## config.mk

```make
export PLATFORM = sky130hd
export DESIGN_NAME = ise_core
export DESIGN_NICKNAME = d
export VERILOG_FILES = /design/src/rtl/ise_pkg.sv /design/src/rtl/ise_core.sv /design/src/rtl/ise_alu.sv
export SDC_FILE = /design/constraint.sdc
export NUM_CORES = 1
export LEC_CHECK = 0
export BUFFER_PORTS_ARGS = -buffer_cell sky130_fd_sc_hd__buf_2
export CORE_ASPECT_RATIO = 1.2
export CORE_MARGIN = 5
export CORE_UTILIZATION = 35
export CTS_CLUSTER_SIZE = 40
export DETAILED_ROUTE_END_ITERATION = 16
export PLACE_DENSITY = 0.61
export SLEW_MARGIN = 5
export SYNTH_ARGS = -nofsm -noshare
export SYNTH_HDL_FRONTEND = slang
export SYNTH_SLANG_ARGS = --single-unit
export TNS_END_PERCENT = 30
```

## constraint.sdc

```tcl
create_clock -name clk -period 6.85 [get_ports clk]
set_input_delay 1.0275 -clock clk [delete_from_list [all_inputs] [get_ports clk]]
set_output_delay 1.0275 -clock clk [all_outputs]
set_load 0.01 [all_outputs]
```

## src/rtl/ise_pkg.sv

```systemverilog
package ise_pkg;
  // Instruction word layout
  localparam int OP_W       = 14;
  localparam int DATA_W     = 8;
  localparam int FADDR_W    = 7;
  localparam int PC_W       = 13;
  localparam int DEST_BIT   = 7;
  localparam int NIB_W      = 4;
  localparam int DIRECTION_LOAD_OP_SEL_W = 3;

  // Upper six opcode bits
  localparam logic [5:0] OPC_ADDLIT = 6'h3E; // 11 111x, low bit ignored
  localparam logic [5:0] OPC_ANDLIT = 6'h39;
  localparam logic [5:0] OPC_XORLIT = 6'h3A;
  localparam logic [5:0] OPC_ADDF   = 6'h07;
  localparam logic [5:0] OPC_ANDF   = 6'h05;
  localparam logic [5:0] OPC_XORF   = 6'h06;
  localparam logic [5:0] OPC_RRF    = 6'h0C;
  localparam logic [5:0] OPC_RLF    = 6'h0D;
  localparam logic [5:0] OPC_SWAP   = 6'h0E;

  // Whole-word opcodes
  localparam logic [13:0] OPW_RETURN = 14'h0008;
  localparam logic [13:0] OPW_SLEEP  = 14'h0063;
  localparam logic [10:0] OPW_DIRECTION_LOAD_OP   = 11'h00C; // word[13:3]
  localparam logic [2:0]  DIRECTION_LOAD_OP_MIN   = 3'h5;
  localparam logic [2:0]  DIRECTION_LOAD_OP_MAX   = 3'h7;

  localparam logic [7:0]  ZERO_BYTE  = 8'h00;

  typedef enum logic [3:0] {
    ISE_NOP, ISE_ADD, ISE_AND, ISE_XOR, ISE_RRF, ISE_RLF, ISE_SWAP,
    ISE_RET, ISE_SLEEP, ISE_DIRECTION_LOAD_OP
  } ise_op_type;

  typedef struct packed {
    logic       c;
    logic       dc;
    logic       z;
  } ise_flags_type;

  typedef struct packed {
    ise_op_type       op;
    logic             use_lit;
    logic             to_file;
    logic             set_cdc;
    logic             set_z;
    logic             set_c;
  } ise_dec_type;
endpackage

```

## src/rtl/ise_core.sv

```systemverilog
`timescale 1ns/1ps
// What this block does
// - Literal add into accumulator, updating carry, digit carry and zero.
// - Literal AND into accumulator, updating zero only.
// - Add accumulator and file register to chosen destination, all arithmetic flags.
// - Seven-bit file address; destination bit 0 accumulator, 1 file register.
// - AND accumulator with file register to chosen destination, zero only.
// - Return pops stack into program counter, two cycles, flags untouched.
// - Rotate file register right through carry, carry only.
// - Rotate file register left through carry, carry only.
// - Sleep clears watchdog, sets timeout, clears powerdown, enters sleep mode.
// - Swap file register nibbles to chosen destination, flags untouched.
// - Exclusive-OR in literal and file forms, zero only.
// - Direction load copies accumulator to port 5..7 direction register.
// - All but return take one word and one cycle.
module ise_core
  import ise_pkg::*;
(
  input  wire logic              clk,
  input  wire logic              arst_n,
  input  wire logic              op_valid,
  input  wire logic [OP_W-1:0]   opcode,
  input  wire logic [7:0]        file_rdata,
  input  wire logic [PC_W-1:0]   stack_top,
  output logic                   op_ready,
  output logic [FADDR_W-1:0]     file_addr,
  output logic [7:0]             file_wdata,
  output logic                   file_we,
  output logic [7:0]             working_accumulator,
  output logic                   carry_flag,
  output logic                   digit_carry_flag,
  output logic                   zero_flag,
  output logic                   timeout_flag,
  output logic                   powerdown_flag,
  output logic                   stack_pop,
  output logic                   pc_load,
  output logic [PC_W-1:0]        pc_value,
  output logic                   watchdog_clear,
  output logic                   sleep_mode,
  output logic [2:0]             dir_sel,
  output logic [7:0]             dir_wdata,
  output logic                   dir_we
);
  ////////////////////////////////////////////////////////////////////////////
  ise_dec_type   dec;
  logic [7:0]    alu_res;
  ise_flags_type alu_flg;
  logic [5:0]    hi6;
  logic          direction_load_op_hit;
  logic          fwd_hit;
  logic [7:0]    file_opnd;

  // Decode: upper six bits pick most operations; return and sleep match the whole word, direction load bits 13:3 plus a 5 to 7 selector
  always_comb begin
    hi6      = opcode[OP_W-1:OP_W-6];
    direction_load_op_hit = (opcode[OP_W-1:3] == OPW_DIRECTION_LOAD_OP) &&
               (opcode[2:0] >= DIRECTION_LOAD_OP_MIN) && (opcode[2:0] <= DIRECTION_LOAD_OP_MAX);
    dec         = '0;
    dec.op      = ISE_NOP;
    dec.to_file = opcode[DEST_BIT];
    if (hi6[5:1] == OPC_ADDLIT[5:1]) begin
      dec.op = ISE_ADD; dec.use_lit = 1'b1; dec.to_file = 1'b0;
      dec.set_cdc = 1'b1; dec.set_z = 1'b1;
    end else if (hi6 == OPC_ANDLIT) begin
      dec.op = ISE_AND; dec.use_lit = 1'b1; dec.to_file = 1'b0;
      dec.set_z = 1'b1;
    end else if (hi6 == OPC_XORLIT) begin
      dec.op = ISE_XOR; dec.use_lit = 1'b1; dec.to_file = 1'b0;
      dec.set_z = 1'b1;
    end else if (hi6 == OPC_ADDF) begin
      dec.op = ISE_ADD; dec.set_cdc = 1'b1; dec.set_z = 1'b1;
    end else if (hi6 == OPC_ANDF) begin
      dec.op = ISE_AND; dec.set_z = 1'b1;
    end else if (hi6 == OPC_XORF) begin
      dec.op = ISE_XOR; dec.set_z = 1'b1;
    end else if (hi6 == OPC_RRF) begin
      dec.op = ISE_RRF; dec.set_c = 1'b1;
    end else if (hi6 == OPC_RLF) begin
      dec.op = ISE_RLF; dec.set_c = 1'b1;
    end else if (hi6 == OPC_SWAP) begin
      dec.op = ISE_SWAP;
    end else if (opcode == OPW_RETURN) begin
      dec.op = ISE_RET; dec.to_file = 1'b0;
    end else if (opcode == OPW_SLEEP) begin
      dec.op = ISE_SLEEP; dec.to_file = 1'b0;
    end else if (direction_load_op_hit) begin
      dec.op = ISE_DIRECTION_LOAD_OP; dec.to_file = 1'b0;
    end else begin
      dec.to_file = 1'b0;
    end
  end

  // Forward a file write still in flight; the file only takes it next edge
  always_comb begin
    fwd_hit   = file_we && (file_addr == opcode[FADDR_W-1:0]);
    file_opnd = fwd_hit ? file_wdata : file_rdata;
  end

  ise_alu u_alu (
    .op   (dec.op),
    .a    (working_accumulator),
    .b    (dec.use_lit ? opcode[DATA_W-1:0] : file_opnd),
    .c_in (carry_flag),
    .res  (alu_res),
    .flg  (alu_flg)
  );

  ////////////////////////////////////////////////////////////////////////////
  // Sequencing: return holds a second cycle, all else single cycle
  typedef enum logic [0:0] {ISE_EXEC = 1'b0, ISE_RET2 = 1'b1} ise_state_type;
  ise_state_type state_r, state_nxt;
  logic          take;

  always_comb begin
    take      = op_valid && (state_r == ISE_EXEC) && !sleep_mode;
    state_nxt = state_r;
    unique case (state_r)
      ISE_EXEC: if (take && dec.op == ISE_RET) state_nxt = ISE_RET2;
      ISE_RET2: state_nxt = ISE_EXEC;
    endcase
  end

  always_ff @(posedge clk or negedge arst_n) begin
    if (!arst_n) state_r <= ISE_EXEC;
    else         state_r <= state_nxt;
  end

  ////////////////////////////////////////////////////////////////////////////
  // Architectural state and one-cycle strobes
  logic [7:0]      w_nxt, fw_nxt, dw_nxt;
  logic            c_nxt, dc_nxt, z_nxt, to_nxt, pd_nxt, fwe_nxt, pop_nxt;
  logic            pcl_nxt, wdc_nxt, slp_nxt, dwe_nxt, rdy_nxt;
  logic [PC_W-1:0] pc_nxt;
  logic [2:0]      ds_nxt;
  logic [FADDR_W-1:0] fa_nxt;

  always_comb begin
    w_nxt = working_accumulator; c_nxt = carry_flag;
    dc_nxt = digit_carry_flag; z_nxt = zero_flag;
    to_nxt = timeout_flag; pd_nxt = powerdown_flag;
    fw_nxt = file_wdata; fa_nxt = opcode[FADDR_W-1:0];
    fwe_nxt = 1'b0; pop_nxt = 1'b0; pcl_nxt = 1'b0; pc_nxt = pc_value;
    wdc_nxt = 1'b0; slp_nxt = sleep_mode; dwe_nxt = 1'b0;
    ds_nxt = dir_sel; dw_nxt = dir_wdata;
    rdy_nxt = (state_nxt == ISE_EXEC) && !slp_nxt;
    if (take) begin
      unique case (dec.op)
        ISE_RET: begin
          pop_nxt = 1'b1; pcl_nxt = 1'b1; pc_nxt = stack_top;
        end
        ISE_SLEEP: begin
          wdc_nxt = 1'b1; to_nxt = 1'b1; pd_nxt = 1'b0;
          slp_nxt = 1'b1; rdy_nxt = 1'b0;
        end
        ISE_DIRECTION_LOAD_OP: begin
          dwe_nxt = 1'b1; ds_nxt = opcode[DIRECTION_LOAD_OP_SEL_W-1:0];
          dw_nxt = working_accumulator;
        end
        ISE_NOP: ;
        default: begin
          if (dec.to_file) begin
            fwe_nxt = 1'b1; fw_nxt = alu_res;
          end else begin
            w_nxt = alu_res;
          end
          if (dec.set_cdc) begin
            c_nxt = alu_flg.c; dc_nxt = alu_flg.dc;
          end
          if (dec.set_c) c_nxt = alu_flg.c;
          if (dec.set_z) z_nxt = alu_flg.z;
        end
      endcase
    end
  end

  // Sleep is left only by reset here; wake sources sit outside
  always_ff @(posedge clk or negedge arst_n) begin
    if (!arst_n) begin
      working_accumulator <= ZERO_BYTE;
      carry_flag <= 1'b0; digit_carry_flag <= 1'b0; zero_flag <= 1'b0;
      timeout_flag <= 1'b1; powerdown_flag <= 1'b1;
      file_addr <= '0; file_wdata <= ZERO_BYTE; file_we <= 1'b0;
      stack_pop <= 1'b0; pc_load <= 1'b0; pc_value <= '0;
      watchdog_clear <= 1'b0; sleep_mode <= 1'b0;
      dir_sel <= '0; dir_wdata <= ZERO_BYTE; dir_we <= 1'b0;
      op_ready <= 1'b0;
    end else begin
      working_accumulator <= w_nxt;
      carry_flag <= c_nxt; digit_carry_flag <= dc_nxt; zero_flag <= z_nxt;
      timeout_flag <= to_nxt; powerdown_flag <= pd_nxt;
      file_addr <= fa_nxt; file_wdata <= fw_nxt; file_we <= fwe_nxt;
      stack_pop <= pop_nxt; pc_load <= pcl_nxt; pc_value <= pc_nxt;
      watchdog_clear <= wdc_nxt; sleep_mode <= slp_nxt;
      dir_sel <= ds_nxt; dir_wdata <= dw_nxt; dir_we <= dwe_nxt;
      op_ready <= rdy_nxt;
    end
  end

  ////////////////////////////////////////////////////////////////////////////
  // Checks
  a_ret_two_cyc: assert property (@(posedge clk) disable iff (!arst_n)
    (take && dec.op == ISE_RET) |=> (stack_pop && !op_ready) ##1 op_ready)
    else $error("return not two cycles");
  a_ret_flags: assert property (@(posedge clk) disable iff (!arst_n)
    (take && dec.op == ISE_RET) |=> $stable({carry_flag, digit_carry_flag, zero_flag}))
    else $error("return changed flags");
  a_sleep_eff: assert property (@(posedge clk) disable iff (!arst_n)
    (take && dec.op == ISE_SLEEP) |=> (timeout_flag && !powerdown_flag &&
     watchdog_clear && sleep_mode))
    else $error("sleep effects missing");
  a_lit_add: assert property (@(posedge clk) disable iff (!arst_n)
    (take && hi6[5:1] == OPC_ADDLIT[5:1]) |=>
     working_accumulator == 8'($past(working_accumulator) + $past(opcode[7:0])))
    else $error("literal add wrong");
  a_dest_file: assert property (@(posedge clk) disable iff (!arst_n)
    (take && dec.to_file && dec.op inside {ISE_ADD, ISE_AND, ISE_XOR}) |=>
     file_we && $stable(working_accumulator))
    else $error("file destination wrong");
  a_swap_flags: assert property (@(posedge clk) disable iff (!arst_n)
    (take && dec.op == ISE_SWAP) |=> $stable({carry_flag, zero_flag, digit_carry_flag}))
    else $error("swap touched flags");
  a_and_zonly: assert property (@(posedge clk) disable iff (!arst_n)
    (take && hi6 == OPC_ANDF) |=> $stable({carry_flag, digit_carry_flag}))
    else $error("and touched carry");
  a_rot_carry: assert property (@(posedge clk) disable iff (!arst_n)
    (take && dec.op == ISE_RRF) |=> carry_flag == $past(file_opnd[0]))
    else $error("rotate carry wrong");
  a_direction_load_op_load: assert property (@(posedge clk) disable iff (!arst_n)
    (take && dec.op == ISE_DIRECTION_LOAD_OP) |=> dir_we && dir_wdata == $past(working_accumulator))
    else $error("direction load wrong");
  a_one_cycle: assert property (@(posedge clk) disable iff (!arst_n)
    (take && !(dec.op inside {ISE_RET, ISE_SLEEP})) |=> op_ready)
    else $error("not single cycle");
endmodule

```

## src/rtl/ise_alu.sv

```systemverilog
`timescale 1ns/1ps
module ise_alu
  import ise_pkg::*;
(
  input  wire ise_op_type    op,
  input  wire logic [7:0]    a,
  input  wire logic [7:0]    b,
  input  wire logic          c_in,
  output logic [7:0]         res,
  output ise_flags_type      flg
);
  logic [4:0] lo_sum;
  logic [8:0] full_sum;

  // A separate low-nibble add gives the nibble carry beside the full 8-bit add
  always_comb begin
    lo_sum   = {1'b0, a[3:0]} + {1'b0, b[3:0]};
    full_sum = {1'b0, a} + {1'b0, b};
    res      = b;
    flg.c    = c_in;
    flg.dc   = lo_sum[NIB_W];
    unique case (op)
      ISE_ADD:  begin
        res   = full_sum[DATA_W-1:0];
        flg.c = full_sum[DATA_W];
      end
      ISE_AND:  res = a & b;
      ISE_XOR:  res = a ^ b;
      ISE_RRF:  begin
        res   = {c_in, b[DATA_W-1:1]};
        flg.c = b[0];
      end
      ISE_RLF:  begin
        res   = {b[DATA_W-2:0], c_in};
        flg.c = b[DATA_W-1];
      end
      ISE_SWAP: res = {b[NIB_W-1:0], b[DATA_W-1:NIB_W]};
      default:  res = b;
    endcase
    flg.z = (res == ZERO_BYTE);
  end
endmodule

```

* Yosys cells after proc, flatten, opt, wreduce, memory -nomap -nowiden *
Cells that the tools add are included.
W data, S select, Z words.

word-level totals
  flip-flop bits (word level) = 58
  input port bits = 38
  output and inout bits = 59
  word-level logic and storage cells = 124

operators by class
  add/subtract/negate cells = 2
  magnitude comparators = 2
  eq/ne operators = 22
  mux-type cells = 55
  bitwise logic cells = 6
  reductions and logical operators = 20

operator list
  cell                   number
  $pmux W8 S6            1
  $mux W4                10
  $mux W1                38
  $mux W8                3
  $eq A6 B3 Y1 const B   3
  $eq A6 B4 Y1 const B   3
  $eq A4 B3 Y1 const B   4
  $reduce_and A3 Y1      5
  $eq A14 B4 Y1 const B  1
  $eq A14 B7 Y1 const B  1
  $eq A6 B6 Y1 const B   2
  $eq A11 B4 Y1 const B  1
  $add A8 B8 Y9          1
  $and A8 B8 Y8          1
  $eq A4 B2 Y1 const B   2
  $eq A4 B4 Y1 const B   2
  $logic_not A8 Y1       1
  $xor A8 B8 Y8          1
  $eq A7 B7 Y1           1
  $logic_and A1 B1 Y1    7
  $mux W6                1
  $reduce_and A2 Y1      3
  $add A4 B4 Y5          1
  $eq A5 B5 Y1 const B   1
  other kinds (10)       13

* Depth between registers and ports, before layout *
Gate-level depths: netlist of run 1.

  word-level depth = 23
  gate-level depth with buffers = 18
  depth with buffers taken out = 16

* Hierarchy *
From an unflattened synthesis of run 1, not the netlist that was laid out.

second synthesis, totals
  cell total of the unflattened synthesis = 348
  area, all modules = 3616.0 sq um

by module, submodules not included
  module    times used  cells each  area an instance (sq um)  seq. area each (sq um)
  ise_core  1           210         2661.3                    1452.6
  ise_alu   1           138         954.7                     0.0

* Worst setup path before layout of run 1 *
OpenSTA, ideal clock, no wires.

  path type = input-to-reg
  start = in opcode[1]
  end = reg zero_flag
  setup time = 0.092 ns
  arrival time = 4.203 ns
  data required time = 6.758 ns
  setup slack = 2.556 ns
  stages = 15
  path buffers = 0
  cells stage by stage = xor2_1 > nand4bb_1 > nor2_1 > mux2i_1 > a21oi_1 > ha_1 > a21o_1 > a21oi_1 > o21bai_1 > a21oi_1 > nor3b_1 > a2111oi_0 > a31oi_1 > or2_2 > o31ai_2

between the ends
  word-level cells in the longest chain between the ends = 19
  elaborated cells on any way between the ends = 40
  those cells by class = 1 x add/sub; 2 x order compare; 12 x eq/ne; 15 x mux; 3 x bitwise; 7 x reduce/logical

ends and longest elaborated chain
  element                                                                line             RTL
  start, declared                                                        ise_core.sv:22   input wire logic [OP_W-1:0] opcode,
  parallel branches: the longest is 19 deep, another holds $ge A3 B3 Y1  n/a
  end signal, assigned                                                   ise_core.sv:189  carry_flag <= c_nxt; digit_carry_flag <= dc_nxt; zero_flag <= z_nxt;
  end, declared                                                          ise_core.sv:32   output logic zero_flag,

Several ways; the timed one is not identified.
A chain may end at the register's enable or synchronous reset.

* Final worst setup path of run 1 *
  start = in opcode[0]
  end = reg zero_flag

Same word-level chain as after synthesis.

==> impl_metrics.yaml, run 1 <==
floorplanning:
  die_y_um: 120
  die_w_um: 101
  start_util_pct: 35.4
  fp.coreArea_um2: 9910
  rows: 40
  die_area_um2: 12100
  boundaryPins: 97
synthesis:
  syn_inst: 343
  synth-main-ff-cell: "dfrtp_1"
  synth-seq-cells: 58
  synth_area_leader_cell: "dfrtp_1"
  seq_area_frac_synth_pct: 41.4
  syn_area_um2: 3510
  ys_types: 68
  yosysWarnings: 0
  syn_avg_cell_area_um2: 10.2
  async_reset_ff_share_pct: 100
  ys_top_cells_by_area: "dfrtp_1 41%, mux2_2 13%, a21oi_1 3.4%"
  synth_top_cell_area_share_pct: 40.7
  synth_edf_count: 0
  synth_nets: 390
timing:
  rsz0062_at_grt: "no"
  tightest_slew_ps: 924
  setup_ws_ps: 1900
  tns_ps: 0
  fin_skew_ps: 5.82
  setup_viol_count_final: 0
  period_needed_ps: 4950
  fmax_mhz: 202
  hold_ws_ps: 466
  finalHoldViolations: 0
  relSlewSlack_pct: 38.1
  fin_crit_sh_pct: 72.2
  slew_viol_final: 0
cells_and_area:
  final_area_um2: 4380
  final_cell_mix: "95 x buf_2, 57 x dfrtp_1, 42 x mux2_2"
  area_growth_pct: 24.8
  antenna_cells: 0
  nNetsFinal: 484
  seq_area_um2: 1450
  multi_input_area_um2: 1950
  fillCellCount: 985
  layout_commonest_cell: "buf_2"
  drive_gt1_share_pct: 40.3
critical_path:
  cp_max_fo: 7
  critPathCaptureType: "register"
  required_ps: 7080
  start_kind: "input port"
  critical-path-top-delay-family: "compound AO/OA/AOI/OAI gates"
  critical_path_class: "input port to register"
  cp.arrival_ps: 5180
  r2r_slack_ps: 2370
  cp_cell_sequence: "buf_2 > xnor2_1 > nand4_1 > nor2_1 > mux2i_1 > a21oi_1 > ha_1 > a21o_1 > a21oi_1 > o21bai_1 > a21oi_1 > nor3b_1 > a2111oi_0 > a31oi_1 > or2_2 > o31ai_2"
  cp_slowest_cell: "nor2_1"
  path_buf_inv: 1
  critical_path.most_common_cell: "a21oi_1"
  worst_path_largest_cell_delay_ps: 660
route:
  post-route-drc-count: 0
  ant_nets: 0
  drtIter0Drc: 252
  routedWlPerCell_um: 18.8
  viasPerCell: 5.46
  drt-total-wl_mm: 10.7
  num_vias: 3104
  dr.pass1.iters: 5
flow_run:
  drv_cap: 0
global_routing:
  antenna_found_initial: 0
  grt_overflow_total: 0
  grt_pass1_vias: 3101
  grt_pass1_wl_mm: 17.1
  grt_max_degree: 59
  track_usage_pct: 18.3
placement:
  dpl_cell_area_um2: 4080
  dp_slack_ps: 1590
  routabilityCongestion: 0.982
  dp_hpwl_mm: 8.24
  io_buffers: 95
clock_tree:
  clk_pin_slew_worst_paths_ps: 50
  cts_tree: "done"
  clock-root-buffer: "clkbuf_16"
  cts_hold_buf: 0
  numClockSinks: 58
  htreeDepth: 3
  numCtsBuffers: 9
  clk_latency_ps: 330
  cts_resized: 0
  max-clock-path-buffers: 2
  post_cts_buffers: 0
pwr:
  vdd_ir_drop_max_mv: 0.108
  p_leak_nw: 2.14
  p_per_area_nw_per_um2: 250
  total_power_w: 0.00109
worst_hold_path:
  hold_class: "register to register"
outcome:
  status: "finished, final reports clean"
-- state kept, by name, indices dropped and copies added, names as in the netlist --
name / cells
pc_value: 13
dir_wdata: 8
file_wdata: 8
working_accumulator: 8
file_addr: 7
dir_sel: 3
carry_flag: 1
digit_carry_flag: 1
dir_we: 1
file_we: 1
op_ready: 1
pc_load: 1
powerdown_flag: 1
sleep_mode: 1
state_r: 1
watchdog_clear: 1
zero_flag: 1
-- cells by family (layout without fill, tap and decap cells) --
| kind of cell | Yosys count | count (layout) | share of synthesized area [%] |
|---|---|---|---|
| AO/OA/AOI/OAI | 74 | 74 | 14.5 |
| other | 1 | 1 | 0.107 |
| multiplexers | 52 | 52 | 16.3 |
| flip-flops | 58 | 58 | 41.4 |
| buffers and inverters | 22 | 121 | 3.07 |
| adder cells (fa/ha/maj) | 9 | 9 | 3.43 |
| AND/OR/NAND/NOR | 115 | 115 | 18.1 |
| XOR/XNOR | 12 | 12 | 3.00 |
-- layer usage --
metal | vias to the layer above | routed length [µm] | GRT usage, %
li1 | 1452 | - | -
met1 | 1524 | 4660 | 24.2
met2 | 107 | 5150 | 28.8
met4 | 0 | 338 | 8.31
met5 | - | 0 | 0
met3 | 21 | 536 | 3.08
-- area by class of cell --
type,instances,share of cell area (%)
clock buffers,13,5.95
well taps,126,3.60
inverters,8,0.686
clock inverters,3,0.915
multi-input cells,263,44.5
repair buffers,97,11.2
flip-flops and latches,58,33.2
-- power by group --
part | internal [W] | switching [W] | total [W]
clock | 0.000300 | 0.000147 | 0.000447
combinational | 0.000106 | 0.000140 | 0.000246
sequential | 0.000371 | 0.0000297 | 0.000401
total | 0.000777 | 0.000317 | 0.00109
-- synth_stat cells (7+ instances only) --
cell type	count
a21oi_1	24
mux2i_1	10
inv_1	7
dfrtp_1	57
o21ai_0	11
mux2_2	42
nand2_1	32
ha_1	8
nor2_1	23
xnor2_1	7
nand3_1	10
nand2b_1	7
-- worst paths after layout --
kind,startpoint,to,cells past startpoint
worst min-delay path,dir_sel[2]$_DFFE_PN0P_,dir_sel[2]$_DFFE_PN0P_,1
min in group asynchronous,arst_n,pc_value[12]$_DFFE_PN0N_,2
worst min register to register,dir_sel[2]$_DFFE_PN0P_,dir_sel[2]$_DFFE_PN0P_,1
max in group asynchronous,arst_n,dir_wdata[6]$_DFFE_PN0P_,2
worst max-delay path,opcode[0],zero_flag$_DFFE_PN0P_,16
worst max register to register,file_addr[0]$_DFF_PN0_,zero_flag$_DFFE_PN0P_,15
-- through the flow --
step	std cells	utilization (%)
final	568	44.2
after global placement	552	41.1
after global routing	568	44.2
after detailed placement	552	41.1
after floorplan	343	-
after CTS	568	44.2
-- worst register-to-register path, cell delays in order, from the launching register on --
cell and delay [ps]:
dfrtp_1 400, xnor2_1 160, nand4_1 220, nor2_1 660, mux2i_1 490, a21oi_1 210, ha_1 360, a21o_1 160
a21oi_1 230, o21bai_1 110, a21oi_1 260, nor3b_1 80, a2111oi_0 350, a31oi_1 190, or2_2 310, o31ai_2 210
Power figures use the tool's default switching activity.
==> run 2: changes to the inputs <==
--- a/config.mk
+++ b/config.mk
@@ -11,7 +11,7 @@
 export CORE_UTILIZATION = 35
 export CTS_CLUSTER_SIZE = 40
 export DETAILED_ROUTE_END_ITERATION = 16
-export PLACE_DENSITY = 0.61
+export PLACE_DENSITY = 0.63
 export SLEW_MARGIN = 5
 export SYNTH_ARGS = -nofsm -noshare
 export SYNTH_HDL_FRONTEND = slang
==> constraint.sdc (replaced) <==
create_clock -name clk -period 4.3 [get_ports clk]
set_input_delay 0.645 -clock clk [delete_from_list [all_inputs] [get_ports clk]]
set_output_delay 0.645 -clock clk [all_outputs]
set_load 0.01 [all_outputs]
==> run 2 against run 1 <==
Net effect: critical path depth unchanged; clock skew rose by 1.3 ps; routed wire length up 3.3%; critical path type unchanged; hold slack worse by 5.0 ps; sequential cell count did not move; die area unchanged; critical endpoint unchanged; highest routed layer unchanged.
==> impl_metrics.yaml, run 2 (synthesized netlist as in run 1, its figures left out) <==
outcome:
  status: "finished, final reports clean"
timing:
  rsz0062_at_grt: "no"
  relSlewSlack_pct: 51.1
  period_needed_ps: 3870
  slew_viol_final: 0
  fin_skew_ps: 7.10
  tightest_slew_ps: 734
  fmax_mhz: 258
  tns_ps: 0
  hold_ws_ps: 461
  setup_viol_count_final: 0
  fin_crit_sh_pct: 90.1
  setup_ws_ps: 426
  finalHoldViolations: 0
placement:
  routabilityCongestion: 0.963
  dp_hpwl_mm: 8.62
  io_buffers: 95
  dp_slack_ps: 92.0
  place_inst: 583
cells_and_area:
  drive_gt1_share_pct: 44.2
  layout_commonest_cell: "buf_2"
  stdcell_count: 599
  multi_input_area_um2: 1950
  top_register: "pc_value"
  antenna_cells: 0
  largest_register_ffs: 13
  seq_area_um2: 1450
  area_growth_pct: 32.8
  fillCellCount: 961
  nNetsFinal: 515
  final_cell_mix: "95 x buf_2, 57 x dfrtp_1, 42 x mux2_2"
critical_path:
  cp.arrival_ps: 4110
  cp_max_fo: 6
  start_kind: "input port"
  r2r-start: "file_addr[5]$_DFF_PN0_"
  critPathCaptureType: "register"
  required_ps: 4540
  crit_path_start: "opcode[5]"
  critical_path_class: "input port to register"
global_routing:
  grt_pass1_vias: 3290
  grt_pass1_wl_mm: 17.7
  grt_overflow_total: 0
  track_usage_pct: 18.8
  antenna_found_initial: 0
  grt_max_degree: 59
clock_tree:
  cts_hold_buf: 0
  htreeDepth: 3
  cts_tree: "done"
  max-clock-path-buffers: 2
  clk_pin_slew_worst_paths_ps: 50
  post_cts_buffers: 0
  numCtsBuffers: 9
  numClockSinks: 58
  clk_latency_ps: 330
  cts_resized: 0
  clock-root-buffer: "clkbuf_16"
flow_run:
  drv_cap: 0
floorplanning:
  boundaryPins: 97
  die_y_um: 120
  die_area_um2: 12100
  start_util_pct: 35.4
  fp.coreArea_um2: 9910
  rows: 40
  die_w_um: 101
route:
  num_vias: 3240
  post-route-drc-count: 0
  viasPerCell: 5.41
  drt-total-wl_mm: 11.0
  ant_nets: 0
  dr.pass1.iters: 5
  drtIter0Drc: 176
  routedWlPerCell_um: 18.4
worst_hold_path:
  hold_class: "input port to async pin"
pwr:
  vdd_ir_drop_max_mv: 0.299
  p_per_area_nw_per_um2: 409
  p_leak_nw: 2.31
[run 2: cell types whose count changed in the layout (fill, tap and decap cells not counted), sizes merged]
cell    previous run  this run
clkbuf            13        12
clkinv             2         1
bufinv             1         3
buf               97       128
[run 2: critical path: stages]
cell	delay (ps)
buf_2	130
xor2_1	150
nand4bb_1	230
nor2_1	120
buf_4	170
mux2_2	380
mux2_2	320
ha_1	310
inv_1	50
o21bai_1	160
a21oi_1	110
and3_1	190
a2111oi_0	420
a31oi_1	190
or2_2	310
o31ai_2	210
[run 2: where the power goes]
group          switching (W)  leakage [nW]  total, W  internal (W)
sequential         0.0000488         0.764  0.000640      0.000591
combinational       0.000232          1.38  0.000432      0.000201
clock               0.000249         0.167  0.000832      0.000582
total               0.000530          2.31   0.00190       0.00137
[run 2: worst paths after layout]
path,slack [ps],to,depth (start not counted)
worst max-delay path,430,zero_flag$_DFFE_PN0P_,16
worst min-delay path,460,pc_value[12]$_DFFE_PN0N_,2
worst max register to register,470,zero_flag$_DFFE_PN0P_,15
worst min register to register,470,dir_sel[2]$_DFFE_PN0P_,1
max in group asynchronous,3360,dir_wdata[6]$_DFFE_PN0P_,2
min in group clk,470,dir_sel[2]$_DFFE_PN0P_,1
[run 2: routing by layer]
| metal | global-route usage (%) | routed length (µm) |
|---|---|---|
| met5 | 0 | 0 |
| met4 | 8.15 | 325 |
| met2 | 30.1 | 5410 |
| met3 | 4.01 | 581 |
| met1 | 24.3 | 4720 |
[run 2: metrics by stage]
step	power, W	cell area (µm²)	util, %
global route	0.00199	4650	47.0
global placement	0.00108	4310	43.5
detailed placement	0.00108	4310	43.5
CTS	0.00192	4650	47.0
floorplan	0.000887	3510	-
finish	0.00190	4650	47.0
[run 2: area by class of cell]
type | count | area share [%]
repair buffers | 128 | 15.5
clock buffers | 12 | 5.30
clock inverters | 4 | 2.12
well taps | 126 | 3.39
multi-input cells | 263 | 41.8
inverters | 8 | 0.645
flip-flops and latches | 58 | 31.2
